**config.mk**
```make
export PLATFORM = sky130hd
export DESIGN_NAME = sleep_mode_controller
export DESIGN_NICKNAME = d
export VERILOG_FILES = /design/src/sleep_mode_controller.v
export VERILOG_INCLUDE_DIRS = /design/src
export SDC_FILE = /design/constraint.sdc
export NUM_CORES = 1
export LEC_CHECK = 0
export BUFFER_PORTS_ARGS = -buffer_cell sky130_fd_sc_hd__buf_2
export CORE_AREA = 3 3 95 97
export CTS_BUF_LIST = sky130_fd_sc_hd__clkbuf_8 sky130_fd_sc_hd__clkbuf_16
export DETAILED_ROUTE_END_ITERATION = 8
export DIE_AREA = 0 0 98 100
export PLACE_DENSITY_LB_ADDON = 0.3
export SKIP_LAST_GASP = 1
export SLEW_MARGIN = 20
export SYNTH_ARGS = -nofsm -noshare
export SYNTH_HDL_FRONTEND = slang
export SYNTH_SLANG_ARGS = --single-unit
```
**constraint.sdc**
```tcl
create_clock -name pclk -period 2.1 [get_ports pclk]
set_input_delay 0.105 -clock pclk [delete_from_list [all_inputs] [get_ports pclk]]
set_output_delay 0.105 -clock pclk [all_outputs]
set_load 0.02 [all_outputs]
```
**src/sleep_ctrl_regs.vh**
```
`ifndef SLEEP_CTRL_REGS_VH
`define SLEEP_CTRL_REGS_VH
// Register map (byte addresses)
`define SLEEP_CONTROL_REG_OFF 12'h000
`define SLEEP_STATUS_REG_OFF 12'h004
`define SLEEP_CONFIG_REG_OFF 12'h008
// Control register fields
`define ARM_BIT 0
`define MODE_LSB 1
`define MODE_MSB 3
`define CTRL_RESET 8'h00
// Status register fields
`define ST_STATE_LSB 0
`define ST_MODE_LSB 4
`define ST_RESET_WAKE_BIT 8
// Config register fields
`define CFG_XTAL_BIT 0
`define CFG_STARTUP_LSB 16
`define CFG_RESET 32'h0040_0000
// Modes
`define MODE_IDLE 3'h0
`define MODE_ADC_QUIET 3'h1
`define MODE_POWER_DOWN 3'h2
`define MODE_POWER_SAVE 3'h3
`define MODE_STANDBY 3'h6
`define MODE_EXT_STANDBY 3'h7
// Timing
`define INT_WAKE_HOLD_CYCLES 4
`define STANDBY_WAKE_CYCLES 6
`endif

```
**src/sleep_mode_controller.v**
```verilog
`timescale 1ns/1ps
`include "sleep_ctrl_regs.vh"
module sleep_mode_controller #(
   parameter STARTUP_CYCLES = 16'd64
) (
   // Clock and reset
   input wire pclk,
   input wire presetn,
   // APB slave
   input wire psel,
   input wire penable,
   input wire pwrite,
   input wire [11:0] paddr,
   input wire [31:0] pwdata,
   output reg [31:0] prdata,
   output reg pready,
   output reg pslverr,
   // Processor core
   input wire sleep_instr,
   input wire sys_reset_req,
   output reg core_hold,
   output reg resume_at_reset_vector,
   output reg wake_irq_pending,
   // Wake sources
   input wire ext_irq_line_six,
   input wire ext_irq_six_is_level,
   input wire ext_irq_low_group,
   input wire pin_change_irq,
   input wire twi_addr_match_irq,
   input wire mem_ready_irq,
   input wire adc_done_irq,
   input wire wdt_irq,
   input wire other_io_irq,
   input wire usb_sync_irq,
   input wire bus_voltage_transition_irq,
   input wire usb_resume_irq,
   // ADC control
   input wire adc_enabled,
   output reg adc_auto_start,
   // Clock gate enables
   output reg core_clock_en,
   output reg flash_clock_en,
   output reg io_clock_en,
   output reg converter_clock_en,
   output reg usb_clock_en,
   output reg osc_en
);

   localparam ST_RUN = 3'h0;
   localparam ST_SLEEP = 3'h1;
   localparam ST_STARTUP = 3'h2;
   localparam ST_HOLD = 3'h3;
   localparam [7:0] CTRL_RST = `CTRL_RESET;

   reg [2:0] sleep_mode_select_r;
   reg sleep_arm_r;
   reg xtal_clock_r;
   reg [15:0] startup_r;
   reg [2:0] state_r;
   reg [2:0] state_nxt;
   reg [2:0] cur_mode_r;
   reg [15:0] cnt_r;
   reg [15:0] cnt_nxt;
   reg reset_wake_r;
   reg irq_wake_r;
   reg wake;
   reg [2:0] mode_nxt;

   wire acc = psel && penable;
   wire wr = acc && pwrite;

   // Standby needs a crystal clock; otherwise it is treated as power-down
   function [2:0] eff_mode;
      input [2:0] m;
      input xtal;
      begin
         if ((m == `MODE_STANDBY || m == `MODE_EXT_STANDBY) && !xtal) begin
            eff_mode = `MODE_POWER_DOWN;
         end else if (m == `MODE_EXT_STANDBY) begin
            eff_mode = `MODE_STANDBY;
         end else if (m == `MODE_POWER_SAVE) begin
            eff_mode = `MODE_POWER_DOWN;
         end else begin
            eff_mode = m;
         end
      end
   endfunction

   // Interrupt wake qualified by mode; line six by level outside idle
   always @* begin
      // Gates must follow the new mode on the entry edge, not the stale one
      mode_nxt = cur_mode_r;
      if (state_r == ST_RUN && sleep_instr && sleep_arm_r) begin
         mode_nxt = eff_mode(sleep_mode_select_r, xtal_clock_r);
      end
      case (cur_mode_r)
         `MODE_IDLE: begin
            wake = ext_irq_line_six | ext_irq_low_group | pin_change_irq |
                   twi_addr_match_irq | mem_ready_irq | adc_done_irq | wdt_irq |
                   other_io_irq | usb_sync_irq | bus_voltage_transition_irq |
                   usb_resume_irq;
         end
         `MODE_ADC_QUIET: begin
            wake = (ext_irq_line_six & ext_irq_six_is_level) | ext_irq_low_group |
                   pin_change_irq | twi_addr_match_irq | mem_ready_irq |
                   adc_done_irq | wdt_irq | usb_sync_irq |
                   bus_voltage_transition_irq | usb_resume_irq;
         end
         default: begin
            wake = (ext_irq_line_six & ext_irq_six_is_level) | ext_irq_low_group |
                   pin_change_irq | twi_addr_match_irq | wdt_irq |
                   bus_voltage_transition_irq | usb_resume_irq;
         end
      endcase
   end

   always @* begin
      state_nxt = state_r;
      cnt_nxt = cnt_r;
      case (state_r)
         ST_RUN: begin
            if (sleep_instr && sleep_arm_r) begin
               state_nxt = ST_SLEEP;
            end
         end
         ST_SLEEP: begin
            if (sys_reset_req || wake) begin
               state_nxt = ST_STARTUP;
               if (cur_mode_r == `MODE_POWER_DOWN) begin
                  cnt_nxt = startup_r;
               end else if (cur_mode_r == `MODE_STANDBY) begin
                  cnt_nxt = 16'd`STANDBY_WAKE_CYCLES - 16'd`INT_WAKE_HOLD_CYCLES;
               end else begin
                  cnt_nxt = 16'd1;
               end
            end
         end
         ST_STARTUP: begin
            if (cnt_r <= 16'd1) begin
               state_nxt = reset_wake_r ? ST_RUN : ST_HOLD;
               cnt_nxt = 16'd`INT_WAKE_HOLD_CYCLES;
            end else begin
               cnt_nxt = cnt_r - 16'd1;
            end
         end
         ST_HOLD: begin
            if (cnt_r <= 16'd1) begin
               state_nxt = ST_RUN;
            end else begin
               cnt_nxt = cnt_r - 16'd1;
            end
         end
         default: begin
            state_nxt = ST_RUN;
         end
      endcase
   end

   always @(posedge pclk or negedge presetn) begin
      if (!presetn) begin
         state_r <= ST_RUN;
         cnt_r <= 16'h0000;
         cur_mode_r <= `MODE_IDLE;
         reset_wake_r <= 1'b0;
         irq_wake_r <= 1'b0;
      end else begin
         state_r <= state_nxt;
         cnt_r <= cnt_nxt;
         if (state_r == ST_RUN && sleep_instr && sleep_arm_r) begin
            cur_mode_r <= mode_nxt;
            reset_wake_r <= 1'b0;
            irq_wake_r <= 1'b0;
         end
         if (state_r == ST_SLEEP && (sys_reset_req || wake)) begin
            reset_wake_r <= sys_reset_req;
            irq_wake_r <= ~sys_reset_req;
         end
      end
   end

   // Gates change only at pclk edges, so each domain gets whole periods
   always @(posedge pclk or negedge presetn) begin
      if (!presetn) begin
         core_clock_en <= 1'b1;
         flash_clock_en <= 1'b1;
         io_clock_en <= 1'b1;
         converter_clock_en <= 1'b1;
         usb_clock_en <= 1'b1;
         osc_en <= 1'b1;
         core_hold <= 1'b0;
         adc_auto_start <= 1'b0;
         resume_at_reset_vector <= 1'b0;
         wake_irq_pending <= 1'b0;
      end else begin
         core_hold <= (state_nxt != ST_RUN);
         core_clock_en <= (state_nxt != ST_SLEEP);
         flash_clock_en <= (state_nxt != ST_SLEEP);
         io_clock_en <= (state_nxt != ST_SLEEP) || mode_nxt == `MODE_IDLE;
         converter_clock_en <= (state_nxt != ST_SLEEP) ||
                               mode_nxt == `MODE_IDLE || mode_nxt == `MODE_ADC_QUIET;
         usb_clock_en <= converter_clock_en_src(state_nxt, mode_nxt);
         osc_en <= (state_nxt != ST_SLEEP) ||
                   mode_nxt != `MODE_POWER_DOWN;
         adc_auto_start <= (state_r == ST_RUN && sleep_instr && sleep_arm_r &&
                            adc_enabled &&
                            (sleep_mode_select_r == `MODE_IDLE ||
                             sleep_mode_select_r == `MODE_ADC_QUIET));
         resume_at_reset_vector <= (state_r != ST_RUN && state_nxt == ST_RUN &&
                                    reset_wake_r);
         wake_irq_pending <= (state_r != ST_RUN && state_nxt == ST_RUN && irq_wake_r);
      end
   end

   function converter_clock_en_src;
      input [2:0] st;
      input [2:0] m;
      begin
         converter_clock_en_src = (st != ST_SLEEP) || m == `MODE_IDLE ||
                                  m == `MODE_ADC_QUIET;
      end
   endfunction

   // APB registers, zero wait states
   always @(posedge pclk or negedge presetn) begin
      if (!presetn) begin
         sleep_mode_select_r <= CTRL_RST[`MODE_MSB:`MODE_LSB];
         sleep_arm_r <= CTRL_RST[`ARM_BIT];
         xtal_clock_r <= 1'b0;
         startup_r <= STARTUP_CYCLES;
         prdata <= 32'h0000_0000;
         pready <= 1'b0;
         pslverr <= 1'b0;
      end else begin
         pready <= psel && !penable;
         pslverr <= 1'b0;
         if (wr && pready) begin
            case (paddr)
               `SLEEP_CONTROL_REG_OFF: begin
                  sleep_mode_select_r <= pwdata[`MODE_MSB:`MODE_LSB];
                  sleep_arm_r <= pwdata[`ARM_BIT];
               end
               `SLEEP_CONFIG_REG_OFF: begin
                  xtal_clock_r <= pwdata[`CFG_XTAL_BIT];
                  startup_r <= (pwdata[31:16] == 16'h0000) ? 16'h0001 : pwdata[31:16];
               end
               `SLEEP_STATUS_REG_OFF: begin
               end
               default: begin
               end
            endcase
         end
         if (psel && !penable) begin
            pslverr <= !(paddr == `SLEEP_CONTROL_REG_OFF ||
                         paddr == `SLEEP_STATUS_REG_OFF ||
                         paddr == `SLEEP_CONFIG_REG_OFF);
            case (paddr)
               `SLEEP_CONTROL_REG_OFF: prdata <= {28'h0000000, sleep_mode_select_r,
                                                  sleep_arm_r};
               `SLEEP_STATUS_REG_OFF: prdata <= {23'h000000, reset_wake_r,
                                                 1'b0, cur_mode_r, 1'b0, state_r};
               `SLEEP_CONFIG_REG_OFF: prdata <= {startup_r, 15'h0000, xtal_clock_r};
               default: prdata <= 32'h0000_0000;
            endcase
         end
      end
   end

endmodule

```
==> metrics.txt <==
fin nets roughly 550; die height 100 um; number of flops mapped to enable cells by yosys 0; layout cells sized above 1 a little over a third; Hold Path Sink sleep_arm_r$_DFFE_PN0P_; skew final 0.0120 ns; failing checks setup timing; Hold Path Stages 2; average cell area after synthesis roughly 11 um^2; Cell Area, Placed about 4400 um^2; net switching power about 0.77 mW; # placed instances 542; number of global-route vias before repair 3,186; initial antenna violation count 0; critical path launch point type flip-flop; vias approximately 3,300; worst reg2reg path endpoint cnt_r[8]$_DFFE_PN0P_; sequential area share after synthesis 53.5%; clock buffer depth 2; P_int 2.22 mW; TritonCTS Buffers 9; mapped cell area between 3000 and 4000 um^2; Antenna Nets Post-Route 0; Crit Path Max Fanout 5; Setup-failing EPs final 2; Placement Setup Slack -0.00875 ns; Clk Tree Root Cell clkbuf_8; met3 GRT Util 3.75%; Port Buffer Count 87; TritonRoute pass-1 iters 5; Vias/cell ~5.6; most used routing layer in global routing met2; Die W ~100 um; Arr. time, crit path between 2 and 2.5 ns; Post-Route WL around 10000 um; GP Congestion roughly 0.8; fin util between 60% and 70%; Synth Flop Type dfrtp_1; min Tclk post-route between 2 and 2.5 ns; critical path type flip-flop to flip-flop; Hold Slack between 0.02 and 0.025 ns; GR Layer Usage met1 26.9%; CTS sink cnt 79; # diodes 0; largest net degree at the start of global routing 33; Slew Viols, Final 0; Post-Syn Instances 340; initial core utilization 45.1%; die area approximately 9800 um^2; worst hold path class primary input to flip-flop; crit end category flip-flop; H-tree Lvls 3; Hold Startpoint pwdata[0]; synth warn 0; switch share roughly a quarter; I/O pin total approximately 110; Residual DRC 0; R2R depth 7; PnR worst setup slack -0.0783 ns; Overall Global Routing Usage between 20% and 30%; cell row count 33; Wirelength per Cell about 17 um; Layout area overhead 33.7%; Slew HR 61.1%; M2 GR Usage between 30% and 40%; Detail Placement HPWL approximately 6700 um; FMAX 0.459 GHz; clk slew on worst S/H paths about 0.090 ns; Iteration-0 DRC Markers 205; Max Cap Viol 0; Final Hold Fails 0; RSZ-0062 raised after global routing yes; Power Density 603 nW/um^2; WP data required 2.33 ns; Cell Count, Final, Fillers Out between 500 and 600; CTS tree built; clk_lat worst skew between 0.3 and 0.4 ns; RR Startpoint cnt_r[7]$_DFFE_PN0P_; leak pwr 2.42 nW; Overflow after GRT 0; R2R setup slack -0.08 ns; final setup TNS -0.0943 ns; Synth cell types 58; Peak VDD IR 0.000388 V; Gate power share between 8 and 9%; Post-Layout Inst Area around 5000 um^2; core area 8220 um^2; #FFs+latches synth slightly below 80; Reg power frac roughly half; fin crit share 104%; share of flip-flops with an asynchronous set or reset 100%; first-pass GRT wire length roughly 16,000 um; Worst-Margin Slew 0.582 ns; clock network fraction of total power between 30% and 40%; status complete, but fails checks; Total Power between 2 and 3 mW
-- cell type report --
cell class                 count  area [um^2]
clock buffer                   9          124
clock inverter                 7         85.1
fill                         660         3260
inverter                      15         56.3
multi-input combinational    227         1580
sequential                    79         1980
tap                          105          131
timing repair buffer         149          996
-- cell usage after synthesis, types with 5 or more instances --
| master | count | area [um^2] |
|---|---|---|
| dfrtp_1 | 74 | 1850 |
| a22o_1 | 31 | 272 |
| o21ai_0 | 23 | 115 |
| nor2_1 | 19 | 71.3 |
| a21oi_1 | 17 | 85.1 |
| inv_1 | 15 | 56.3 |
| nand2_1 | 12 | 45.0 |
| nor4_1 | 11 | 68.8 |
| buf_4 | 10 | 75.1 |
| clkbuf_1 | 9 | 33.8 |
| nor3_1 | 9 | 45.0 |
| mux2_2 | 8 | 90.1 |
| o21ai_1 | 8 | 40.0 |
| a32oi_1 | 6 | 52.6 |
| mux2i_1 | 6 | 60.1 |
| a31oi_1 | 5 | 31.3 |
| buf_6 | 5 | 56.3 |
| dfstp_2 | 5 | 131 |
| nand3_1 | 5 | 25.0 |
| o31ai_1 | 5 | 37.5 |
-- cells by family (layout without fill, tap and decap cells) --
logic type / count (synthesis) / after routing / share of synthesized area [%]
AOI/OAI and AO/OA: 117 / 118 / 22.2
adders and majority gates: 2 / 2 / 0.675
and+or+nand+nor: 84 / 84 / 12.9
other: 1 / 9 / 0.101
DFF: 79 / 79 / 53.5
muxes: 14 / 14 / 4.05
buffers and inverters: 43 / 180 / 6.61
-- registers in the layout (all words and copies together), names as in the netlist, 3 cells and up --
signal	flops
cur_mode_r	3
state_r	3
startup_r	16
cnt_r	16
sleep_mode_select_r	3
prdata	24
-- layout by cell type, fill, tap and decap left out, drive strengths merged, types with 4 or more instances in the layout --
master	n
buf	126
dfrtp	74
o21ai	32
a22o	31
dlygate4sd3	22
nor2	19
inv	19
a21oi	18
nand2	12
nor4	12
clkbuf	10
nor3	9
conb	9
mux2	8
mux2i	6
a32oi	6
nand3	5
o31ai	5
dfstp	5
a31oi	5
nor2b	4
a22oi	4
-- worst max-delay path: stages (launching register included) --
cell and delay (ns):
dfrtp_1 0.39, or4_4 0.57, or3_4 0.39, o21ai_4 0.20
buf_4 0.18, a21oi_1 0.05, o21ai_1 0.16, o21ai_0 0.12
-- how the worst max path moves through the flow --
stage | start | endpoint | cells past startpoint
2_1_floorplan | cnt_r[5]$_DFFE_PN0P_ | cnt_r[9]$_DFFE_PN0P_ | 6
3_3_place_gp | cnt_r[7]$_DFFE_PN0P_ | cnt_r[9]$_DFFE_PN0P_ | 6
3_5_place_dp | cnt_r[7]$_DFFE_PN0P_ | cnt_r[14]$_DFFE_PN0P_ | 7
4_1_cts | cnt_r[7]$_DFFE_PN0P_ | cnt_r[9]$_DFFE_PN0P_ | 7
5_1_grt | cnt_r[7]$_DFFE_PN0P_ | cnt_r[8]$_DFFE_PN0P_ | 7
6_report | cnt_r[7]$_DFFE_PN0P_ | cnt_r[8]$_DFFE_PN0P_ | 7
-- metal layers --
layer / up-vias / share of wire, %
met5: - / 0
met4: 0 / 2.6
met3: 19 / 7.9
met2: 146 / 48
met1: 1601 / 42
li1: 1531 / -
-- power groups by stage --
stage               Sequential (mW)  Clock [mW]  Combinational [mW]
finish                         1.55        1.19               0.248
global route                   1.55        1.28               0.276
CTS                            1.55        1.21               0.236
detailed placement             1.58           0               0.202
global placement               1.58           0               0.196
floorplan                      1.58           0              0.0976
-- repair_timing --
action,CTS,global route
hold endpoints to repair,52,0
buffers inserted,0,8
hold buffers,22,0
cloned,2,1
endpoints found under the setup margin,7,18
pin swaps,2,5
gates resized for setup,3,22
No activity file was read; power rests on OpenSTA's default activity.
